### src/common/dyn_pkg.sv
// Constants for the dynamics quick-release, gate slope and gain readout block
package dyn_pkg;
   localparam int          REG_AW          = 8;
   localparam int          REG_DW          = 16;
   localparam logic [7:0]  QR_SET_ADDR     = 8'h22;
   localparam logic [7:0]  GATE_START_ADDR = 8'h23;
   localparam logic [7:0]  LIVE_GAIN_ADDR  = 8'h24;

   // Field positions and widths
   localparam int          QR_THR_LSB      = 2;
   localparam int          QR_THR_W        = 2;
   localparam int          QR_DCY_LSB      = 0;
   localparam int          QR_DCY_W        = 2;
   localparam int          GATE_EXP_LSB    = 8;
   localparam int          GATE_EXP_W      = 2;
   localparam int          LO_COMP_LSB     = 5;
   localparam int          LO_COMP_W       = 3;
   localparam int          START_GAIN_LSB  = 0;
   localparam int          START_GAIN_W    = 5;

   // Reset values
   localparam logic [1:0]  QR_THR_RST      = 2'h0;
   localparam logic [1:0]  QR_DCY_RST      = 2'h0;
   localparam logic [1:0]  GATE_EXP_RST    = 2'h0;
   localparam logic [2:0]  LO_COMP_RST     = 3'h0;
   localparam logic [4:0]  START_GAIN_RST  = 5'h00;
   localparam logic [15:0] LIVE_GAIN_RST   = 16'h0000;

   // Crest-factor threshold: base plus step per code, in dB
   localparam logic [4:0]  THR_BASE_DB     = 5'h0c;
   localparam logic [4:0]  THR_STEP_DB     = 5'h06;

   // Decay rates per 6 dB, in ms, and their cycle counts
   localparam real         CLK_PERIOD_NS   = 4.0;
   localparam real         QR_DCY0_MS      = 0.725;
   localparam real         QR_DCY1_MS      = 1.45;
   localparam real         QR_DCY2_MS      = 5.8;
   localparam int          QR_DCY0_CYC = int'(QR_DCY0_MS * 1.0e6 / CLK_PERIOD_NS);
   localparam int          QR_DCY1_CYC = int'(QR_DCY1_MS * 1.0e6 / CLK_PERIOD_NS);
   localparam int          QR_DCY2_CYC = int'(QR_DCY2_MS * 1.0e6 / CLK_PERIOD_NS);
   localparam logic [1:0]  QR_DCY_RSVD     = 2'h3;
   localparam int          DCY_CNT_W       = 24;

   // Lower-region slope codes
   localparam logic [2:0]  LO_COMP_ZERO    = 3'h4;

   // Startup gain step: 3.75 dB in quarter-dB units
   localparam logic [8:0]  START_STEP_QDB  = 9'h00f;

   // Gain readout format: unsigned, MSB weighs 64
   localparam int          GAIN_INT_W      = 7;
   localparam int          GAIN_FRAC_W     = 9;
endpackage

### src/hdl/dynamics_quick_release_gate_cfg.sv
// Parameter registers, decoders and live gain readout of the dynamics block
`timescale 1ns/1ns

module dynamics_quick_release_gate_cfg
#(
   parameter int DCY0_CYC = dyn_pkg::QR_DCY0_CYC,
   parameter int DCY1_CYC = dyn_pkg::QR_DCY1_CYC,
   parameter int DCY2_CYC = dyn_pkg::QR_DCY2_CYC
)
(
   input  wire logic                                mclk,
   input  wire logic                                nrst,
   input  wire logic [dyn_pkg::REG_AW-1:0]          reg_addr,
   input  wire logic                                reg_wr_en,
   input  wire logic [dyn_pkg::REG_DW-1:0]          reg_wdata,
   input  wire logic                                reg_rd_en,
   output logic      [dyn_pkg::REG_DW-1:0]          reg_rdata_ff,
   input  wire logic [dyn_pkg::REG_DW-1:0]          applied_gain,
   input  wire logic                                applied_gain_vld,
   output logic      [4:0]                          qr_thr_db_ff,
   output logic      [dyn_pkg::DCY_CNT_W-1:0]       qr_dcy_cyc_ff,
   output logic                                     qr_dcy_rsvd_ff,
   output logic      [3:0]                          gate_slope_ff,
   output logic      [1:0]                          lo_shift_ff,
   output logic                                     lo_zero_ff,
   output logic                                     lo_rsvd_ff,
   output logic      [8:0]                          start_atten_qdb_ff
);
   import dyn_pkg::*;

   // Refuse counts the decay output cannot carry
   if (DCY0_CYC < 1 || DCY1_CYC < 1 || DCY2_CYC < 1 ||
       DCY0_CYC >= (1 << DCY_CNT_W) || DCY1_CYC >= (1 << DCY_CNT_W) ||
       DCY2_CYC >= (1 << DCY_CNT_W))
   begin : g_dcy_chk
      $error("decay cycle counts out of range");
   end
   if (GAIN_INT_W + GAIN_FRAC_W != REG_DW)
   begin : g_fmt_chk
      $error("gain readout format does not fill the register");
   end

   ////////////////////////////////////////////////////////////////////////////
   // Decoders for the logic; the checks reuse dcy_cyc and exp_slope

   function automatic logic [4:0] thr_db(input logic [1:0] code);
      thr_db = THR_BASE_DB + 5'(THR_STEP_DB * code);
   endfunction

   function automatic logic [DCY_CNT_W-1:0] dcy_cyc(input logic [1:0] code);
      case (code)
         2'h0:    dcy_cyc = DCY_CNT_W'(DCY0_CYC);
         2'h1:    dcy_cyc = DCY_CNT_W'(DCY1_CYC);
         2'h2:    dcy_cyc = DCY_CNT_W'(DCY2_CYC);
         default: dcy_cyc = '0;
      endcase
   endfunction

   function automatic logic [3:0] exp_slope(input logic [1:0] code);
      exp_slope = 4'h1 << code;
   endfunction

   function automatic logic [8:0] start_atten(input logic [4:0] code);
      start_atten = 9'(START_STEP_QDB * code);
   endfunction

   ////////////////////////////////////////////////////////////////////////////
   // Register file

   logic [1:0]        qr_thr_ff;
   logic [1:0]        nxt_qr_thr;
   logic [1:0]        qr_dcy_ff;
   logic [1:0]        nxt_qr_dcy;
   logic [1:0]        gate_exp_ff;
   logic [1:0]        nxt_gate_exp;
   logic [2:0]        lo_comp_ff;
   logic [2:0]        nxt_lo_comp;
   logic [4:0]        start_gain_ff;
   logic [4:0]        nxt_start_gain;
   logic [REG_DW-1:0] live_gain_ff;
   logic [REG_DW-1:0] nxt_live_gain;
   logic [REG_DW-1:0] nxt_reg_rdata;

   always_comb
   begin
      nxt_qr_thr     = qr_thr_ff;
      nxt_qr_dcy     = qr_dcy_ff;
      nxt_gate_exp   = gate_exp_ff;
      nxt_lo_comp    = lo_comp_ff;
      nxt_start_gain = start_gain_ff;
      nxt_reg_rdata  = reg_rdata_ff;
      if (reg_wr_en && reg_addr == QR_SET_ADDR)
      begin
         nxt_qr_thr = reg_wdata[QR_THR_LSB +: QR_THR_W];
         // Reserved decay code is stored as written; decoder flags it
         nxt_qr_dcy = reg_wdata[QR_DCY_LSB +: QR_DCY_W];
      end
      if (reg_wr_en && reg_addr == GATE_START_ADDR)
      begin
         nxt_gate_exp   = reg_wdata[GATE_EXP_LSB +: GATE_EXP_W];
         nxt_lo_comp    = reg_wdata[LO_COMP_LSB +: LO_COMP_W];
         nxt_start_gain = reg_wdata[START_GAIN_LSB +: START_GAIN_W];
      end
      // Status follows the audio path only; bus writes never reach it
      nxt_live_gain = applied_gain_vld ? applied_gain : live_gain_ff;
      if (reg_rd_en)
      begin
         nxt_reg_rdata = '0;
         case (reg_addr)
            QR_SET_ADDR:
            begin
               nxt_reg_rdata[QR_THR_LSB +: QR_THR_W] = qr_thr_ff;
               nxt_reg_rdata[QR_DCY_LSB +: QR_DCY_W] = qr_dcy_ff;
            end
            GATE_START_ADDR:
            begin
               nxt_reg_rdata[GATE_EXP_LSB +: GATE_EXP_W]     = gate_exp_ff;
               nxt_reg_rdata[LO_COMP_LSB +: LO_COMP_W]       = lo_comp_ff;
               nxt_reg_rdata[START_GAIN_LSB +: START_GAIN_W] = start_gain_ff;
            end
            LIVE_GAIN_ADDR: nxt_reg_rdata = live_gain_ff;
            default:        nxt_reg_rdata = '0;
         endcase
      end
   end

   always_ff @(posedge mclk or negedge nrst)
   begin
      if (!nrst)
      begin
         qr_thr_ff     <= QR_THR_RST;
         qr_dcy_ff     <= QR_DCY_RST;
         gate_exp_ff   <= GATE_EXP_RST;
         lo_comp_ff    <= LO_COMP_RST;
         start_gain_ff <= START_GAIN_RST;
         live_gain_ff  <= LIVE_GAIN_RST;
         reg_rdata_ff  <= '0;
      end
      else
      begin
         qr_thr_ff     <= nxt_qr_thr;
         qr_dcy_ff     <= nxt_qr_dcy;
         gate_exp_ff   <= nxt_gate_exp;
         lo_comp_ff    <= nxt_lo_comp;
         start_gain_ff <= nxt_start_gain;
         live_gain_ff  <= nxt_live_gain;
         reg_rdata_ff  <= nxt_reg_rdata;
      end
   end

   ////////////////////////////////////////////////////////////////////////////
   // Decoded parameters toward the audio path, one cycle behind the fields

   logic [4:0]           nxt_qr_thr_db;
   logic [DCY_CNT_W-1:0] nxt_qr_dcy_cyc;
   logic                 nxt_qr_dcy_rsvd;
   logic [3:0]           nxt_gate_slope;
   logic [1:0]           nxt_lo_shift;
   logic                 nxt_lo_zero;
   logic                 nxt_lo_rsvd;
   logic [8:0]           nxt_start_atten;

   always_comb
   begin
      nxt_qr_thr_db   = thr_db(qr_thr_ff);
      nxt_qr_dcy_cyc  = dcy_cyc(qr_dcy_ff);
      nxt_qr_dcy_rsvd = (qr_dcy_ff == QR_DCY_RSVD);
      nxt_gate_slope  = exp_slope(gate_exp_ff);
      // Reserved lower codes fall back to slope 1 so the path stays sane
      nxt_lo_shift    = 2'h0;
      nxt_lo_zero     = 1'b0;
      nxt_lo_rsvd     = 1'b0;
      if (lo_comp_ff < LO_COMP_ZERO)
         nxt_lo_shift = lo_comp_ff[1:0];
      else if (lo_comp_ff == LO_COMP_ZERO)
         nxt_lo_zero = 1'b1;
      else
         nxt_lo_rsvd = 1'b1;
      nxt_start_atten = start_atten(start_gain_ff);
   end

   always_ff @(posedge mclk or negedge nrst)
   begin
      if (!nrst)
      begin
         qr_thr_db_ff       <= THR_BASE_DB;
         qr_dcy_cyc_ff      <= '0;
         qr_dcy_rsvd_ff     <= 1'b0;
         gate_slope_ff      <= 4'h1;
         lo_shift_ff        <= 2'h0;
         lo_zero_ff         <= 1'b0;
         lo_rsvd_ff         <= 1'b0;
         start_atten_qdb_ff <= 9'h000;
      end
      else
      begin
         qr_thr_db_ff       <= nxt_qr_thr_db;
         qr_dcy_cyc_ff      <= nxt_qr_dcy_cyc;
         qr_dcy_rsvd_ff     <= nxt_qr_dcy_rsvd;
         gate_slope_ff      <= nxt_gate_slope;
         lo_shift_ff        <= nxt_lo_shift;
         lo_zero_ff         <= nxt_lo_zero;
         lo_rsvd_ff         <= nxt_lo_rsvd;
         start_atten_qdb_ff <= nxt_start_atten;
      end
   end
endmodule

### config.mk
export PLATFORM = sky130hd
export DESIGN_NAME = dynamics_quick_release_gate_cfg
export DESIGN_NICKNAME = d
export VERILOG_FILES = /design/src/common/dyn_pkg.sv /design/src/hdl/dynamics_quick_release_gate_cfg.sv
export SDC_FILE = /design/constraint.sdc
export NUM_CORES = 1
export LEC_CHECK = 0
export BUFFER_PORTS_ARGS = -buffer_cell sky130_fd_sc_hd__buf_4
export CAP_MARGIN = 20
export CORE_MARGIN = 2
export CORE_UTILIZATION = 30
export DETAILED_ROUTE_END_ITERATION = 8
export PLACE_DENSITY_LB_ADDON = 0.08
export SYNTH_ARGS = -nofsm -noshare
export SYNTH_HDL_FRONTEND = slang
export SYNTH_SLANG_ARGS = --single-unit
### constraint.sdc
create_clock -name mclk -period 3.3 [get_ports mclk]
set_clock_uncertainty 0.1 [all_clocks]
set_input_delay 0.495 -clock mclk [delete_from_list [all_inputs] [get_ports mclk]]
set_output_delay 0.495 -clock mclk [all_outputs]
set_load 0.05 [all_outputs]
Word level (Yosys, flattened, before mapping)
Cells that the tools add are included.

Add/sub/neg operators: 1. $mul: 2. Div/mod/pow operators: 0. $lt $le $gt $ge: 1. Equality and inequality tests: 7. Shift-type cells: 1. Multiplexer cells: 9. Bitwise gates (word level): 0. Reduce and logical (&&, ||, !) cells: 3.

Operators by type and width (number): 21-bit case mux with 3 select lines (1); 8-bit by 6-bit == test with 1-bit output (second input constant) (3); 4-bit case mux with 3 select lines (1); 6-bit case mux with 2 select lines (1); 4-bit by 5-bit multiplier with 9-bit output (first input constant) (1); 6-bit two-way mux (1); 4-bit by 5-bit adder with 5-bit output (first input constant) (1); 2-bit == test (second input constant) (2); 2-bit by 2-bit multiplier with 4-bit output (first input constant) (1); 1-bit two-way mux (4); 1-bit by 2-bit << shifter with 4-bit output (first input constant) (1); 3-bit == test (second input constant) (1); 3-bit less-than comparator (second input constant) (1); 2-bit by 1-bit == test with 1-bit output (second input constant) (1); 1-bit logical AND (2); 2-bit logical NOT (1); 2-bit two-way mux (1).

Bits in registers: 93. Latch bits: 0. RAM bits: 0. Memory bits (read-only): 0. Input port bits: 45. Output and inout port bits: 63. Word-level logic and storage cells: 39. Memories: 0.

Logic depth before layout (Yosys ltp)
Depth after elaboration: 3. Gate-level depth with buffers: 8. Depth with buffers taken out: 8.

Worst setup path after synthesis
OpenSTA, ideal clock, no wires.

Path type: reg2reg. From: reg start_gain_ff[2]. To: reg start_atten_qdb_ff[7]. Setup time: 0.090 ns. Arrival time: 2.685 ns. Required time: 3.110 ns. Path slack: 0.426 ns. Stages on the path, launching flop included: 9. Buffers on the path: 0. Period minus slack after synthesis: 2.874 ns. Cells stage by stage: dfrtp_1 -> inv_1 -> fa_1 -> fa_1 -> inv_1 -> ha_1 -> o21ai_0 -> or4b_2 -> o2111ai_1.

Cells in the longest elaborated chain, start to end: 1.

Ends and longest elaborated chain: start: declaration (RTL line dynamics_quick_release_gate_cfg.sv:78) `logic [4:0] start_gain_ff;`; start signal: assignment (RTL line dynamics_quick_release_gate_cfg.sv:145) `start_gain_ff <= nxt_start_gain;`; 4-bit by 5-bit multiplier with 9-bit output (RTL line dynamics_quick_release_gate_cfg.sv:64) `start_atten = 9'(START_STEP_QDB * code);`; net nxt_start_atten[7] (RTL line dynamics_quick_release_gate_cfg.sv:161) `logic [8:0] nxt_start_atten;`; end signal: assignment (RTL line dynamics_quick_release_gate_cfg.sv:204) `start_atten_qdb_ff <= nxt_start_atten;`; end: declaration (RTL line dynamics_quick_release_gate_cfg.sv:27) `output logic [8:0] start_atten_qdb_ff`.

The timed path passes the listed nets, and every way through them passes these cells. A chain may end at the register's enable or synchronous reset.

Final worst setup path
Ends and elaborated chain as after synthesis.

==> metrics.txt <==
R2R depth 8; Synth-to-Final Area Change 28.9%; Yosys reg bits 74; DRC Markers 0; worst-margin pin slew 0.959 ns; Seq/Total Area, Yosys 53.2%; Power, Total 2.33 mW; Sw Ratio 27.2%; Post-CTS Resized 0; Reg area 1860 um^2; cell-internal power 1.70 mW; clock latency at the later pin of the worst-skew pair 0.33 ns; Via density 4.30; layout cells sized above 1 41.4%; CP Class reg -> reg; wire per inst 14.5 um; DR pass1 iterations 4; Die H 112 um; Netlist cell types 38; I/O Buffers 88; gpl congestion 0.698; final setup margin 0.293 ns; delay-heaviest family, CP adder cells; first-pass GRT wire length 11,900 um; Routed WL 7380 um; dominant synthesized flop cell dfrtp_1; Worst IR Drop VDD 258 uV; CTS Buf Count 9; maxcap violations 0; non-filler cells, final 508; setup TNS 0 ns; DP HPWL 5220 um; Yosys warning total 0; Syn Inst Count 275; CTS H-tree depth 3; power share of the sequential group 42.7%; Clock Tree Buf Depth 2; Inst Count DP 492; Die X 112 um; fin nets 431; CP Max Fanout 6; Post-Syn Area 3490 um^2; critical path data arrival time 3.15 ns; Slew Viols, Final 0; CTS tree done; Tmin final 3.01 ns; commonest non-fill, non-tap cells in the layout 90 x buf_4, 71 x dfrtp_1, 34 x mux2_2; Final Hold Slack 0.197 ns; critical path's slowest cell or4b_2; total number of vias 2,185; switching pwr 0.635 mW; peak per-stage delay on the critical path 0.61 ns; Async SR Flop Fraction 100%; Multi-input gate area 1370 um^2; Crit. End Element flop; initial core utilization 30.7%; die area 12,500 um^2; vias in the first global route 2,223; largest net degree at the start of global routing 75; number of setup violations in the final report 0; row count 39; grt total ovfl 0; share of total power in the clock network 41.5%; Worst-path clk slew 0.06 ns; outcome finished, final reports clean; CP Launch Type flop; Core Region 11,400 um^2; final core occ 39.5%; Detailed Route Iter0 Violations 73; dpl ws 0.293 ns; pwr/cell area 519 nW/um^2; Critical Path Stages 8; DP Area 4200 um^2; clock root cell clkbuf_16; clock tree sinks 74; EDFF count, synth 0; Inserted Diodes 0; initial antenna violation count 0; final hold violation count 0; CP bufs+invs 2; GRT Overall Usage 12.4%; Tcrit/Tclk final 91.1%; io pins 108; P_leak 2.24 nW; critical path, cell by cell inv_1, fa_1, fa_1, inv_1, ha_1, o21ai_0, or4b_2, o2111ai_1; Fillers 1,136; post-route design area 4500 um^2; most common cell after layout, fill and taps aside buf_4; Final ANT Viol Nets 0; CTS Hold Buffers Added 0; Combinational Power Share 15.8%; syn avg cell area 12.7 um^2; CP Data Required Time 3.45 ns; RSZ-0062 raised after global routing no; Setup Buffers After CTS 0; max frequency 333 MHz; Hold Path Class in -> async; Max-slew headroom 36.0%
-- synthesized netlist by cell type, drive strengths merged, types with 2 or more instances --
cell / number / area, um^2
o311ai: 2 / 17.5
mux2: 34 / 383
a22oi: 10 / 75.1
o22ai: 10 / 62.6
nor2: 6 / 22.5
a31o: 6 / 52.6
o21a: 2 / 15.0
and3b: 2 / 17.5
and4: 2 / 17.5
clkbuf: 3 / 11.3
dfrtp: 71 / 1780
nor3b: 3 / 22.5
xnor2: 2 / 17.5
o21ai: 2 / 10.0
buf: 25 / 178
ha: 19 / 238
fa: 7 / 140
nor2b: 15 / 93.8
inv: 33 / 124
and2: 2 / 12.5
a21oi: 3 / 15.0
dfstp: 3 / 78.8
-- cells by family after synthesis --
logic type | synth area share (%)
compound gates | 8.50
xor+xnor | 0.502
fa+ha+maj | 10.8
buf+inv | 8.97
flops | 53.2
mux | 11.0
other cells | 0.108
simple gates | 6.92
-- layer usage --
layer / wire length (um) / global-route usage, %
met3: 384 / 2.61
met4: 162 / 6.17
met5: 0 / 0
met1: 3420 / 16.7
met2: 3410 / 18.9
-- path summary, 6_finish.rpt --
path / from / to / slack, ns
worst min-delay path: nrst / start_atten_qdb_ff[7]$_DFF_PN0_ / 0.20
worst max register to register: start_gain_ff[2]$_DFFE_PN0P_ / start_atten_qdb_ff[7]$_DFF_PN0_ / 0.29
worst min register to register: qr_thr_ff[0]$_DFFE_PN0P_ / qr_thr_db_ff[1]$_DFF_PN0_ / 0.36
max in group asynchronous: nrst / live_gain_ff[3]$_DFFE_PN0P_ / 2.25
min in group mclk: applied_gain[15] / live_gain_ff[15]$_DFFE_PN0P_ / 0.30
worst max-delay path: start_gain_ff[2]$_DFFE_PN0P_ / start_atten_qdb_ff[7]$_DFF_PN0_ / 0.29
-- cell type report --
| type | count | area share [%] |
|---|---|---|
| Clock buffer | 11 | 5.40 |
| Tap cell | 143 | 3.98 |
| Inverter | 33 | 2.76 |
| Multi-Input combinational cell | 152 | 30.4 |
| Clock inverter | 5 | 1.20 |
| Sequential cell | 74 | 41.3 |
| Timing Repair Buffer | 90 | 15.0 |
-- sequential cells by signal, indices dropped and copies added, names as in the netlist, 3 cells and up --
name and cells:
reg_rdata_ff 16, start_atten_qdb_ff 9, qr_thr_db_ff 4, gate_slope_ff 4, start_gain_ff 5, lo_comp_ff 3
qr_dcy_cyc_ff 6, live_gain_ff 16
-- power groups by stage --
stage,Sequential [mW],Clock [mW],Combinational [mW]
after global placement,1.01,0,0.374
final,0.996,0.967,0.369
after detailed placement,1.01,0,0.375
after CTS,0.996,1.00,0.375
after floorplan,1.10,0,0.166
after global routing,1.00,1.04,0.396
Power figures use the tool's default switching activity.
